## config.mk

```make
export PLATFORM = sky130hd
export DESIGN_NAME = ecnt_event_counter
export DESIGN_NICKNAME = d
export VERILOG_FILES = /design/src/logic/ecnt_pkg.sv /design/src/logic/ecnt_event_counter.sv /design/src/logic/ecnt_in_sync.sv /design/src/logic/ecnt_pulse_qual.sv
export SDC_FILE = /design/constraint.sdc
export NUM_CORES = 1
export LEC_CHECK = 0
export BUFFER_PORTS_ARGS = -buffer_cell sky130_fd_sc_hd__buf_4
export CORE_MARGIN = 2
export CORE_UTILIZATION = 45
export DETAILED_ROUTE_END_ITERATION = 8
export HOLD_SLACK_MARGIN = 0.03
export PLACE_DENSITY_LB_ADDON = 0.25
export SLEW_MARGIN = 25
export SYNTH_ARGS = -nofsm -noshare
export SYNTH_HDL_FRONTEND = slang
export SYNTH_SLANG_ARGS = --single-unit
```

## constraint.sdc

```tcl
create_clock -name clk -period 3.2 [get_ports clk]
set_input_delay 0.32 -clock clk [delete_from_list [all_inputs] [get_ports clk]]
set_output_delay 0.32 -clock clk [all_outputs]
set_load 0.03 [all_outputs]
```

## src/logic/ecnt_pkg.sv

```systemverilog
/*
 * constants, carrier types and helper functions shared by the up/down
 * event counter and its testbench modules.
 * assumes a single 250 MHz clock; everything else is derived from it.
 */
package ecnt_pkg;

    // =====================================================================
    // timing
    localparam int CLK_PERIOD_NS      = 4;
    localparam int LOGIC_CYCLE_US_DEF = 4000;
    localparam int MIN_PULSE_SHORT_MS = 100;
    localparam int MIN_PULSE_LONG_MS  = 350;
    localparam int MAX_PULSE_MS       = 30000;

    // =====================================================================
    // widths
    localparam int CNT_W  = 16;
    localparam int ADDR_W = 8;
    localparam int ST_W   = 5;

    // =====================================================================
    // register offsets
    localparam logic [ADDR_W-1:0] REG_CTRL_OFS   = 8'h00;
    localparam logic [ADDR_W-1:0] REG_LIMIT_OFS  = 8'h04;
    localparam logic [ADDR_W-1:0] REG_PRESET_OFS = 8'h08;
    localparam logic [ADDR_W-1:0] REG_COUNT_OFS  = 8'h0c;
    localparam logic [ADDR_W-1:0] REG_STATUS_OFS = 8'h10;
    localparam logic [ADDR_W-1:0] REG_MASK_OFS   = 8'h14;

    // =====================================================================
    // field positions
    localparam int CTRL_WRAP_AUTO_BIT   = 0;
    localparam int CTRL_RELOAD_AUTO_BIT = 1;
    localparam int CTRL_RZ_LONG_BIT     = 2;
    localparam int CTRL_RL_LONG_BIT     = 3;
    localparam int ST_OVF_BIT           = 0;
    localparam int ST_UNF_BIT           = 1;
    localparam int ST_RZ_BIT            = 2;
    localparam int ST_RL_BIT            = 3;
    localparam int ST_REJ_BIT           = 4;

    // =====================================================================
    // reset values
    localparam logic [3:0]       CTRL_RST   = 4'h0;
    localparam logic [CNT_W-1:0] LIMIT_RST  = 16'hffff;
    localparam logic [CNT_W-1:0] PRESET_RST = 16'h0001;
    localparam logic [ST_W-1:0]  MASK_RST   = 5'h00;

    // =====================================================================
    // carriers
    typedef struct packed {
        logic             wrapAuto;
        logic             reloadAuto;
        logic             rzLong;
        logic             rlLong;
        logic [CNT_W-1:0] limit;
        logic [CNT_W-1:0] preset;
    } ecnt_cfg_s;

    typedef struct packed {
        logic up;
        logic down;
        logic resetZero;
        logic reload;
    } ecnt_evt_s;

    typedef struct packed {
        logic overflow;
        logic underflow;
    } ecnt_flag_s;

    // =====================================================================
    // helpers
    function automatic int ecnt_ceil_div(input int num, input int den);
        return (num + den - 1) / den;
    endfunction

endpackage

```

## src/logic/ecnt_event_counter.sv

```systemverilog
/*
 * up/down event counter with overflow and underflow flags, pulse-qualified
 * reset-to-zero and reload, APB register slave and a level interrupt.
 * assumes event inputs are asynchronous pins and an APB master on clk.
 */
`timescale 1ns/100ps
module ecnt_event_counter
    import ecnt_pkg::*;
#(
    parameter int LOGIC_CYCLE_US  = LOGIC_CYCLE_US_DEF,
    parameter int TICK_CLKS       = LOGIC_CYCLE_US * 1000 / CLK_PERIOD_NS,
    parameter int MIN_SHORT_TICKS = ecnt_ceil_div(MIN_PULSE_SHORT_MS * 1000, LOGIC_CYCLE_US),
    parameter int MIN_LONG_TICKS  = ecnt_ceil_div(MIN_PULSE_LONG_MS * 1000, LOGIC_CYCLE_US),
    parameter int MAX_TICKS       = MAX_PULSE_MS * 1000 / LOGIC_CYCLE_US
) (
    input  wire logic              clk,
    input  wire logic              rstn,
    input  wire logic              ce,
    input  wire logic              psel,
    input  wire logic              penable,
    input  wire logic              pwrite,
    input  wire logic [ADDR_W-1:0] paddr,
    input  wire logic [31:0]       pwdata,
    output logic      [31:0]       prdata,
    output logic                   pready,
    output logic                   pslverr,
    input  wire ecnt_evt_s         evtIn,
    output ecnt_flag_s             flags,
    output logic      [CNT_W-1:0]  countValue,
    output logic                   irq
);
    if (TICK_CLKS < 2) begin : g_chkTick
        $error("ecnt_event_counter: TICK_CLKS must be at least 2");
    end

    // =====================================================================
    // logic execution cycle
    localparam int TW = $clog2(TICK_CLKS);

    logic [TW-1:0] tickCnt_reg;
    logic          tick;
    logic          tickAdv;

    assign tick    = (tickCnt_reg == TW'(TICK_CLKS - 1));
    assign tickAdv = ce && tick;

    always_ff @(posedge clk) begin
        if (!rstn) begin
            tickCnt_reg <= '0;
        end else if (ce) begin
            tickCnt_reg <= tick ? '0 : tickCnt_reg + 1'b1;
        end
    end

    // =====================================================================
    // input conditioning
    ecnt_evt_s evtSync;
    ecnt_cfg_s cfg;
    logic      upPrev_reg;
    logic      dnPrev_reg;
    logic      upEdge;
    logic      dnEdge;
    logic      rzValid;
    logic      rzRej;
    logic      rlValid;
    logic      rlRej;

    ecnt_in_sync #(
        .W (4)
    ) u_sync (
        .clk   (clk),
        .rstn  (rstn),
        .ce    (ce),
        .pinIn (evtIn),
        .level (evtSync)
    );

    ecnt_pulse_qual #(
        .MIN_SHORT (MIN_SHORT_TICKS),
        .MIN_LONG  (MIN_LONG_TICKS),
        .MAX       (MAX_TICKS)
    ) u_rzQual (
        .clk      (clk),
        .rstn     (rstn),
        .tick     (tickAdv),
        .level    (evtSync.resetZero),
        .longMin  (cfg.rzLong),
        .valid    (rzValid),
        .rejected (rzRej)
    );

    ecnt_pulse_qual #(
        .MIN_SHORT (MIN_SHORT_TICKS),
        .MIN_LONG  (MIN_LONG_TICKS),
        .MAX       (MAX_TICKS)
    ) u_rlQual (
        .clk      (clk),
        .rstn     (rstn),
        .tick     (tickAdv),
        .level    (evtSync.reload),
        .longMin  (cfg.rlLong),
        .valid    (rlValid),
        .rejected (rlRej)
    );

    // edges are judged between two logic-cycle samples only
    assign upEdge = evtSync.up && !upPrev_reg;
    assign dnEdge = evtSync.down && !dnPrev_reg;

    always_ff @(posedge clk) begin
        if (!rstn) begin
            upPrev_reg <= 1'b0;
            dnPrev_reg <= 1'b0;
        end else if (tickAdv) begin
            upPrev_reg <= evtSync.up;
            dnPrev_reg <= evtSync.down;
        end
    end

    // =====================================================================
    // counter core
    logic [CNT_W-1:0] count_reg;
    logic [CNT_W-1:0] count_next;
    logic             ovf_reg;
    logic             ovf_next;
    logic             unf_reg;
    logic             unf_next;

    always_comb begin
        count_next = count_reg;
        ovf_next   = ovf_reg && !cfg.wrapAuto;
        unf_next   = unf_reg && !cfg.reloadAuto;
        if (rzValid) begin
            count_next = '0;
            ovf_next   = 1'b0;
            unf_next   = 1'b0;
        end else if (rlValid) begin
            count_next = cfg.preset;
            ovf_next   = 1'b0;
            unf_next   = 1'b0;
        end else if (cfg.wrapAuto && count_reg >= cfg.limit) begin
            count_next = '0;
            ovf_next   = 1'b0;
        end else if (cfg.reloadAuto && count_reg == '0) begin
            count_next = cfg.preset;
            unf_next   = 1'b0;
        end else if (upEdge && !dnEdge) begin
            if (count_reg < cfg.limit) begin
                count_next = count_reg + 1'b1;
                ovf_next   = (count_reg + 1'b1 == cfg.limit);
                unf_next   = 1'b0;
            end
        end else if (dnEdge && !upEdge) begin
            if (count_reg != '0) begin
                count_next = count_reg - 1'b1;
                unf_next   = (count_reg == CNT_W'(1));
                ovf_next   = 1'b0;
            end
        end
    end

    // both edges together skip the up and down branches and hold the count unless an earlier branch applies
    always_ff @(posedge clk) begin
        if (!rstn) begin
            count_reg <= '0;
            ovf_reg   <= 1'b0;
            unf_reg   <= 1'b0;
        end else if (tickAdv) begin
            count_reg <= count_next;
            ovf_reg   <= ovf_next;
            unf_reg   <= unf_next;
        end
    end

    assign flags.overflow  = ovf_reg;
    assign flags.underflow = unf_reg;
    assign countValue      = count_reg;

    // =====================================================================
    // apb slave
    logic [3:0]        ctrl_reg;
    logic [CNT_W-1:0]  limit_reg;
    logic [CNT_W-1:0]  preset_reg;
    logic [ST_W-1:0]   status_reg;
    logic [ST_W-1:0]   mask_reg;
    logic [ST_W-1:0]   statusSet;
    logic [31:0]       rdata_reg;
    logic              err_reg;
    logic              have_reg;
    logic              done;
    logic              wrDone;
    logic              stRead;

    function automatic logic ecnt_mapped(input logic [ADDR_W-1:0] a);
        return a == REG_CTRL_OFS || a == REG_LIMIT_OFS || a == REG_PRESET_OFS
            || a == REG_COUNT_OFS || a == REG_STATUS_OFS || a == REG_MASK_OFS;
    endfunction

    function automatic logic [31:0] ecnt_read(input logic [ADDR_W-1:0] a);
        logic [31:0] d;
        d = '0;
        unique case (a)
            REG_CTRL_OFS:   d[3:0]       = ctrl_reg;
            REG_LIMIT_OFS:  d[CNT_W-1:0] = limit_reg;
            REG_PRESET_OFS: d[CNT_W-1:0] = preset_reg;
            REG_COUNT_OFS:  d[CNT_W-1:0] = count_reg;
            REG_STATUS_OFS: d[ST_W-1:0]  = status_reg;
            REG_MASK_OFS:   d[ST_W-1:0]  = mask_reg;
            default:        d            = '0;
        endcase
        return d;
    endfunction

    assign cfg.wrapAuto   = ctrl_reg[CTRL_WRAP_AUTO_BIT];
    assign cfg.reloadAuto = ctrl_reg[CTRL_RELOAD_AUTO_BIT];
    assign cfg.rzLong     = ctrl_reg[CTRL_RZ_LONG_BIT];
    assign cfg.rlLong     = ctrl_reg[CTRL_RL_LONG_BIT];
    assign cfg.limit      = limit_reg;
    assign cfg.preset     = preset_reg;

    assign pready  = ce && have_reg;
    assign prdata  = rdata_reg;
    assign pslverr = err_reg;
    assign done    = psel && penable && pready;
    assign wrDone  = done && pwrite && !err_reg;
    assign stRead  = done && !pwrite && paddr == REG_STATUS_OFS;

    // data is captured one cycle ahead so the access phase sees a register
    always_ff @(posedge clk) begin
        if (!rstn) begin
            have_reg  <= 1'b0;
            rdata_reg <= '0;
            err_reg   <= 1'b0;
        end else if (ce) begin
            if (done) begin
                have_reg <= 1'b0;
            end else if (psel && !have_reg) begin
                have_reg  <= 1'b1;
                rdata_reg <= pwrite ? '0 : ecnt_read(paddr);
                err_reg   <= !ecnt_mapped(paddr);
            end
        end
    end

    always_ff @(posedge clk) begin
        if (!rstn) begin
            ctrl_reg   <= CTRL_RST;
            limit_reg  <= LIMIT_RST;
            preset_reg <= PRESET_RST;
            mask_reg   <= MASK_RST;
        end else if (wrDone) begin
            if (paddr == REG_CTRL_OFS) begin
                ctrl_reg <= pwdata[3:0];
            end
            if (paddr == REG_LIMIT_OFS) begin
                limit_reg <= pwdata[CNT_W-1:0];
            end
            if (paddr == REG_PRESET_OFS) begin
                preset_reg <= pwdata[CNT_W-1:0];
            end
            if (paddr == REG_MASK_OFS) begin
                mask_reg <= pwdata[ST_W-1:0];
            end
        end
    end

    // =====================================================================
    // interrupt status
    always_comb begin
        statusSet             = '0;
        statusSet[ST_OVF_BIT] = tickAdv && ovf_next && !ovf_reg;
        statusSet[ST_UNF_BIT] = tickAdv && unf_next && !unf_reg;
        statusSet[ST_RZ_BIT]  = rzValid;
        statusSet[ST_RL_BIT]  = rlValid;
        statusSet[ST_REJ_BIT] = rzRej || rlRej;
    end

    // only bits that were reported are cleared, and a new event wins
    always_ff @(posedge clk) begin
        if (!rstn) begin
            status_reg <= '0;
        end else if (ce) begin
            if (stRead) begin
                status_reg <= (status_reg & ~rdata_reg[ST_W-1:0]) | statusSet;
            end else begin
                status_reg <= status_reg | statusSet;
            end
        end
    end

    assign irq = |(status_reg & mask_reg);

    logic quiet;
    assign quiet = !rzValid && !rlValid;
endmodule

```

## src/logic/ecnt_in_sync.sv

```systemverilog
/*
 * three-stage synchroniser for pin-level inputs; a bit changes only once
 * the second and third stages agree.
 * assumes inputs are asynchronous to clk; ce freezes every stage.
 */
`timescale 1ns/100ps
module ecnt_in_sync #(
    parameter int W = 4
) (
    input  wire logic         clk,
    input  wire logic         rstn,
    input  wire logic         ce,
    input  wire logic [W-1:0] pinIn,
    output logic      [W-1:0] level
);
    if (W < 1) begin : g_chk
        $error("ecnt_in_sync: W must be at least 1");
    end

    logic [W-1:0] s1_reg;
    logic [W-1:0] s2_reg;
    logic [W-1:0] s3_reg;
    logic [W-1:0] level_reg;
    logic [W-1:0] agree;

    assign agree = ~(s2_reg ^ s3_reg);
    assign level = level_reg;

    always_ff @(posedge clk) begin
        if (!rstn) begin
            s1_reg    <= '0;
            s2_reg    <= '0;
            s3_reg    <= '0;
            level_reg <= '0;
        end else if (ce) begin
            s1_reg    <= pinIn;
            s2_reg    <= s1_reg;
            s3_reg    <= s2_reg;
            level_reg <= (s3_reg & agree) | (level_reg & ~agree);
        end
    end

endmodule

```

## src/logic/ecnt_pulse_qual.sv

```systemverilog
/*
 * low-high-low pulse qualifier measured in logic cycles.
 * assumes tick already carries the clock enable and marks one logic cycle.
 */
`timescale 1ns/100ps
module ecnt_pulse_qual #(
    parameter int MIN_SHORT = 25,
    parameter int MIN_LONG  = 88,
    parameter int MAX       = 7500
) (
    input  wire logic clk,
    input  wire logic rstn,
    input  wire logic tick,
    input  wire logic level,
    input  wire logic longMin,
    output logic      valid,
    output logic      rejected
);
    if (MIN_SHORT < 1 || MIN_LONG < MIN_SHORT || MAX < MIN_LONG) begin : g_chk
        $error("ecnt_pulse_qual: need 1 <= MIN_SHORT <= MIN_LONG <= MAX");
    end

    localparam int WW = $clog2(MAX + 2);

    logic [WW-1:0] width_reg;
    logic          prev_reg;
    logic [WW-1:0] minWidth;
    logic          fall;

    assign minWidth = longMin ? WW'(MIN_LONG) : WW'(MIN_SHORT);
    assign fall     = tick && prev_reg && !level;
    // width saturates above MAX so an overlong pulse never qualifies
    assign valid    = fall && width_reg >= minWidth && width_reg <= WW'(MAX);
    assign rejected = fall && !valid;

    always_ff @(posedge clk) begin
        if (!rstn) begin
            prev_reg  <= 1'b0;
            width_reg <= '0;
        end else if (tick) begin
            prev_reg <= level;
            if (level && !prev_reg) begin
                width_reg <= WW'(1);
            end else if (level && width_reg <= WW'(MAX)) begin
                width_reg <= width_reg + 1'b1;
            end
        end
    end
endmodule

```

==> impl_metrics.env <==
export IMPL_clkPwrFrac_pct=51.2
export IMPL_clk_latency_ps=420
export IMPL_synthCells=1046
export IMPL_total_power_mw=4.15
export IMPL_synth_seq_cells=148
export IMPL_cts_root_buf="clkbuf_16"
export IMPL_syn_area_um2=8270
export IMPL_fin_skew_ps=12.5
export IMPL_place_ws_ps=365
export IMPL_dpl_hpwl_um=16400
export IMPL_die_h_um=140
export IMPL_start_kind="register"
export IMPL_yosysSeqAreaShare_pct=35.8
export IMPL_yosys_area_top_type="dfxtp_1"
export IMPL_grt_start_max_net_pins=76
export IMPL_crit_arrival_ps=3220
export IMPL_switchingPower_uw=914
export IMPL_ios=103
export IMPL_rsz0062_at_grt="false"
export IMPL_antenna_left=0
export IMPL_numPortBuffers=70
export IMPL_period_share_pct=89.9
export IMPL_antenna_found_initial=0
export IMPL_crit_family="simple AND/OR/NAND/NOR gates"
export IMPL_crit_buf_inv=1
export IMPL_internal_power_mw=3.23
export IMPL_setup_tns_ps=0
export IMPL_holdPathStages=3
export IMPL_cts_made_buffers=17
export IMPL_path_cells="inv_1, ha_1, nand4_1, nor2_1, nor4_1, nand4_1, a21oi_1, o31a_1, nand3_2, o21ai_1"
export IMPL_place_area_um2=9080
export IMPL_p_sw_share_pct=22.0
export IMPL_crit_path_end_kind="register"
export IMPL_via_count=7743
export IMPL_slew_headroom_pct=45.9
export IMPL_yosysTopAreaCellShare_pct=35.8
export IMPL_ys_flop_type="dfxtp_1"
export IMPL_finalNetCount=1192
export IMPL_irDropWorstVdd_uv=441
export IMPL_viasPerCell=5.72
export IMPL_num_antenna_cells=0
export IMPL_worst_slack_ps=323
export IMPL_crit_fanout=10
export IMPL_clock_fmax_mhz=348
export IMPL_r2r_cells=10
export IMPL_htree_levels=4
export IMPL_cts_reportedPaths_clkPinSlew_ps=60
export IMPL_post_cts_buffers=0
export IMPL_fin_crit_ps=2880
export IMPL_synth_area_leaders="dfxtp_1 (36%), nand2_1 (6.3%), a21oi_1 (4.7%), ha_1 (4.5%), nor2_1 (4.4%)"
export IMPL_p_comb_share_pct=3.9
export IMPL_cts_resized=0
export IMPL_synth_distinct_cells=65
export IMPL_slowest_delay_ps=390
export IMPL_seqPwrFrac_pct=44.8
export IMPL_largest_reg_flops=20
export IMPL_layout_commonest_cell="dfxtp_1"
export IMPL_worstSetupPathType="register to register"
export IMPL_p_leak_nw=3.95
export IMPL_dr_first_iter_drc_count=587
export IMPL_cts_hold_buf=0
export IMPL_yosysWarnings=0
export IMPL_grt_pass1_vias=7127
export IMPL_drive_gt1_share_pct=14.1
export IMPL_hp_class="input pin to register"
export IMPL_run_status="completed"
export IMPL_cts_tree="built"
export IMPL_gp_congestion=0.898
export IMPL_first_pass_iters=5
export IMPL_grt_usage_pct=22.8
export IMPL_worst_pin_slew_ps=812
export IMPL_hold_viol=0
export IMPL_start_util_pct=45.9
export IMPL_postSynthAreaPerCell_um2=7.90
export IMPL_maxSlewViolCount=0
export IMPL_crit_path_frequent_cell="nand4_1"
export IMPL_cap_violations=0
export IMPL_post_route_drc_count=0
export IMPL_setup_viol=0
export IMPL_clk_path_buf_depth=2
export IMPL_postSynth_asyncResetShare_pct=0
export IMPL_clock_sinks=148
export IMPL_cp_num_cells=10
export IMPL_layout_common_cells="dfxtp_1 (148), nand2_1 (139), buf_4 (113)"
export IMPL_core_area_um2=18000
export IMPL_chipWidth_um=140
export IMPL_cpMaxStageDelayCell="nor4_1"
export IMPL_totalWireLength_um=22400
export IMPL_fp_row_count=49
export IMPL_synth_edff_count=0
export IMPL_grt_pass1_wl_um=36300
export IMPL_design_area_um2=9700
export IMPL_wl_per_cell_um=16.5
export IMPL_die_area_um2=19500
export IMPL_grt_overflow_total=0
export IMPL_critPathRequiredTime_ps=3540
export IMPL_powerDensity_nw_per_um2=428
export IMPL_areaGrowthSynthToFinish_pct=17.3
[worst register-to-register path, cell delays in order, from the launching register on]
cell and delay, ps:
dfxtp_1 380, inv_1 100, ha_1 320, nand4_1 200
nor2_1 70, nor4_1 390, nand4_1 310, a21oi_1 360
o31a_1 200, nand3_2 250, o21ai_1 230
[routing by layer]
layer	routed length, um	vias to the layer above	GRT usage, %
met4	288	0	5.26
met2	9620	254	34.3
met5	0	-	0
met1	10800	3651	33.2
li1	-	3817	-
met3	1690	21	5.37
[path summary, 6_finish.rpt]
kind	start	slack (ps)	end
worst max-delay path	limit_reg[15]$_SDFFE_PN1P_	320	countValue[7]$_SDFFE_PN0P_
worst min-delay path	evtIn[0]	140	u_sync.s1_reg[0]$_SDFFE_PN0P_
worst max register to register	limit_reg[15]$_SDFFE_PN1P_	320	countValue[7]$_SDFFE_PN0P_
worst min register to register	upPrev_reg$_SDFFE_PN0N_	460	upPrev_reg$_SDFFE_PN0N_
[per-stage QoR]
stage / instances / utilization [%] / hold WS (ps)
after global routing: 1353 / 53.8 / 132
after global placement: 1322 / 50.4 / 437
final: 1353 / 53.8 / 135
after CTS: 1353 / 53.8 / 123
after detailed placement: 1322 / 50.4 / 448
after floorplan: 1061 / - / 431
[Yosys cell counts (2+ instances only)]
cell type	count
or4_1	3
a31o_1	2
nand3_1	41
dfxtp_1	148
o31ai_1	3
inv_1	39
o22ai_1	4
a22oi_1	22
or3_1	7
nand2b_1	8
mux2i_1	22
buf_4	20
a31oi_1	8
o21ai_1	18
nor2b_1	4
clkbuf_1	47
ha_1	30
nand4_1	25
a22o_1	23
nor2_1	97
nand3b_1	3
nor4_1	11
xnor2_1	20
and2_1	4
buf_1	8
o21ai_0	37
or2_1	2
and3_1	10
xor2_1	37
mux2_2	3
and4b_1	2
nor3b_1	13
o211ai_1	28
or4b_1	2
a21o_1	8
nor4b_1	4
a21oi_1	77
nor3_1	26
a211oi_1	3
nand2_1	139
buf_2	6
and4_4	3
and4_1	5
o2111ai_1	3
[power by group through the flow]
stage | Combinational [mW] | Clock [mW] | Sequential, mW
floorplan | 0.111 | 0 | 1.90
global placement | 0.162 | 0 | 1.90
detailed placement | 0.163 | 0 | 1.90
CTS | 0.163 | 2.16 | 1.86
global route | 0.177 | 2.24 | 1.86
finish | 0.163 | 2.12 | 1.86
[layout make-up]
cell class | instances | area [um^2]
Clock buffer | 20 | 447
Tap cell | 229 | 287
Sequential cell | 148 | 2960
Clock inverter | 11 | 176
Fill cell | 1725 | 8320
Inverter | 39 | 146
Multi-Input combinational cell | 793 | 4830
Timing Repair Buffer | 113 | 848
[kinds of logic (layout without fill, tap and decap cells)]
family,after synthesis,count (layout),share of synthesized area (%)
other cells,1,16,0.0454
buf+inv,120,183,6.45
fa+ha+maj,30,30,4.54
flops,148,148,35.8
compound gates,248,248,19.4
simple gates,417,417,24.6
xor+xnor,57,57,6.04
mux,25,25,3.07
No activity file was read; power rests on OpenSTA's default activity.
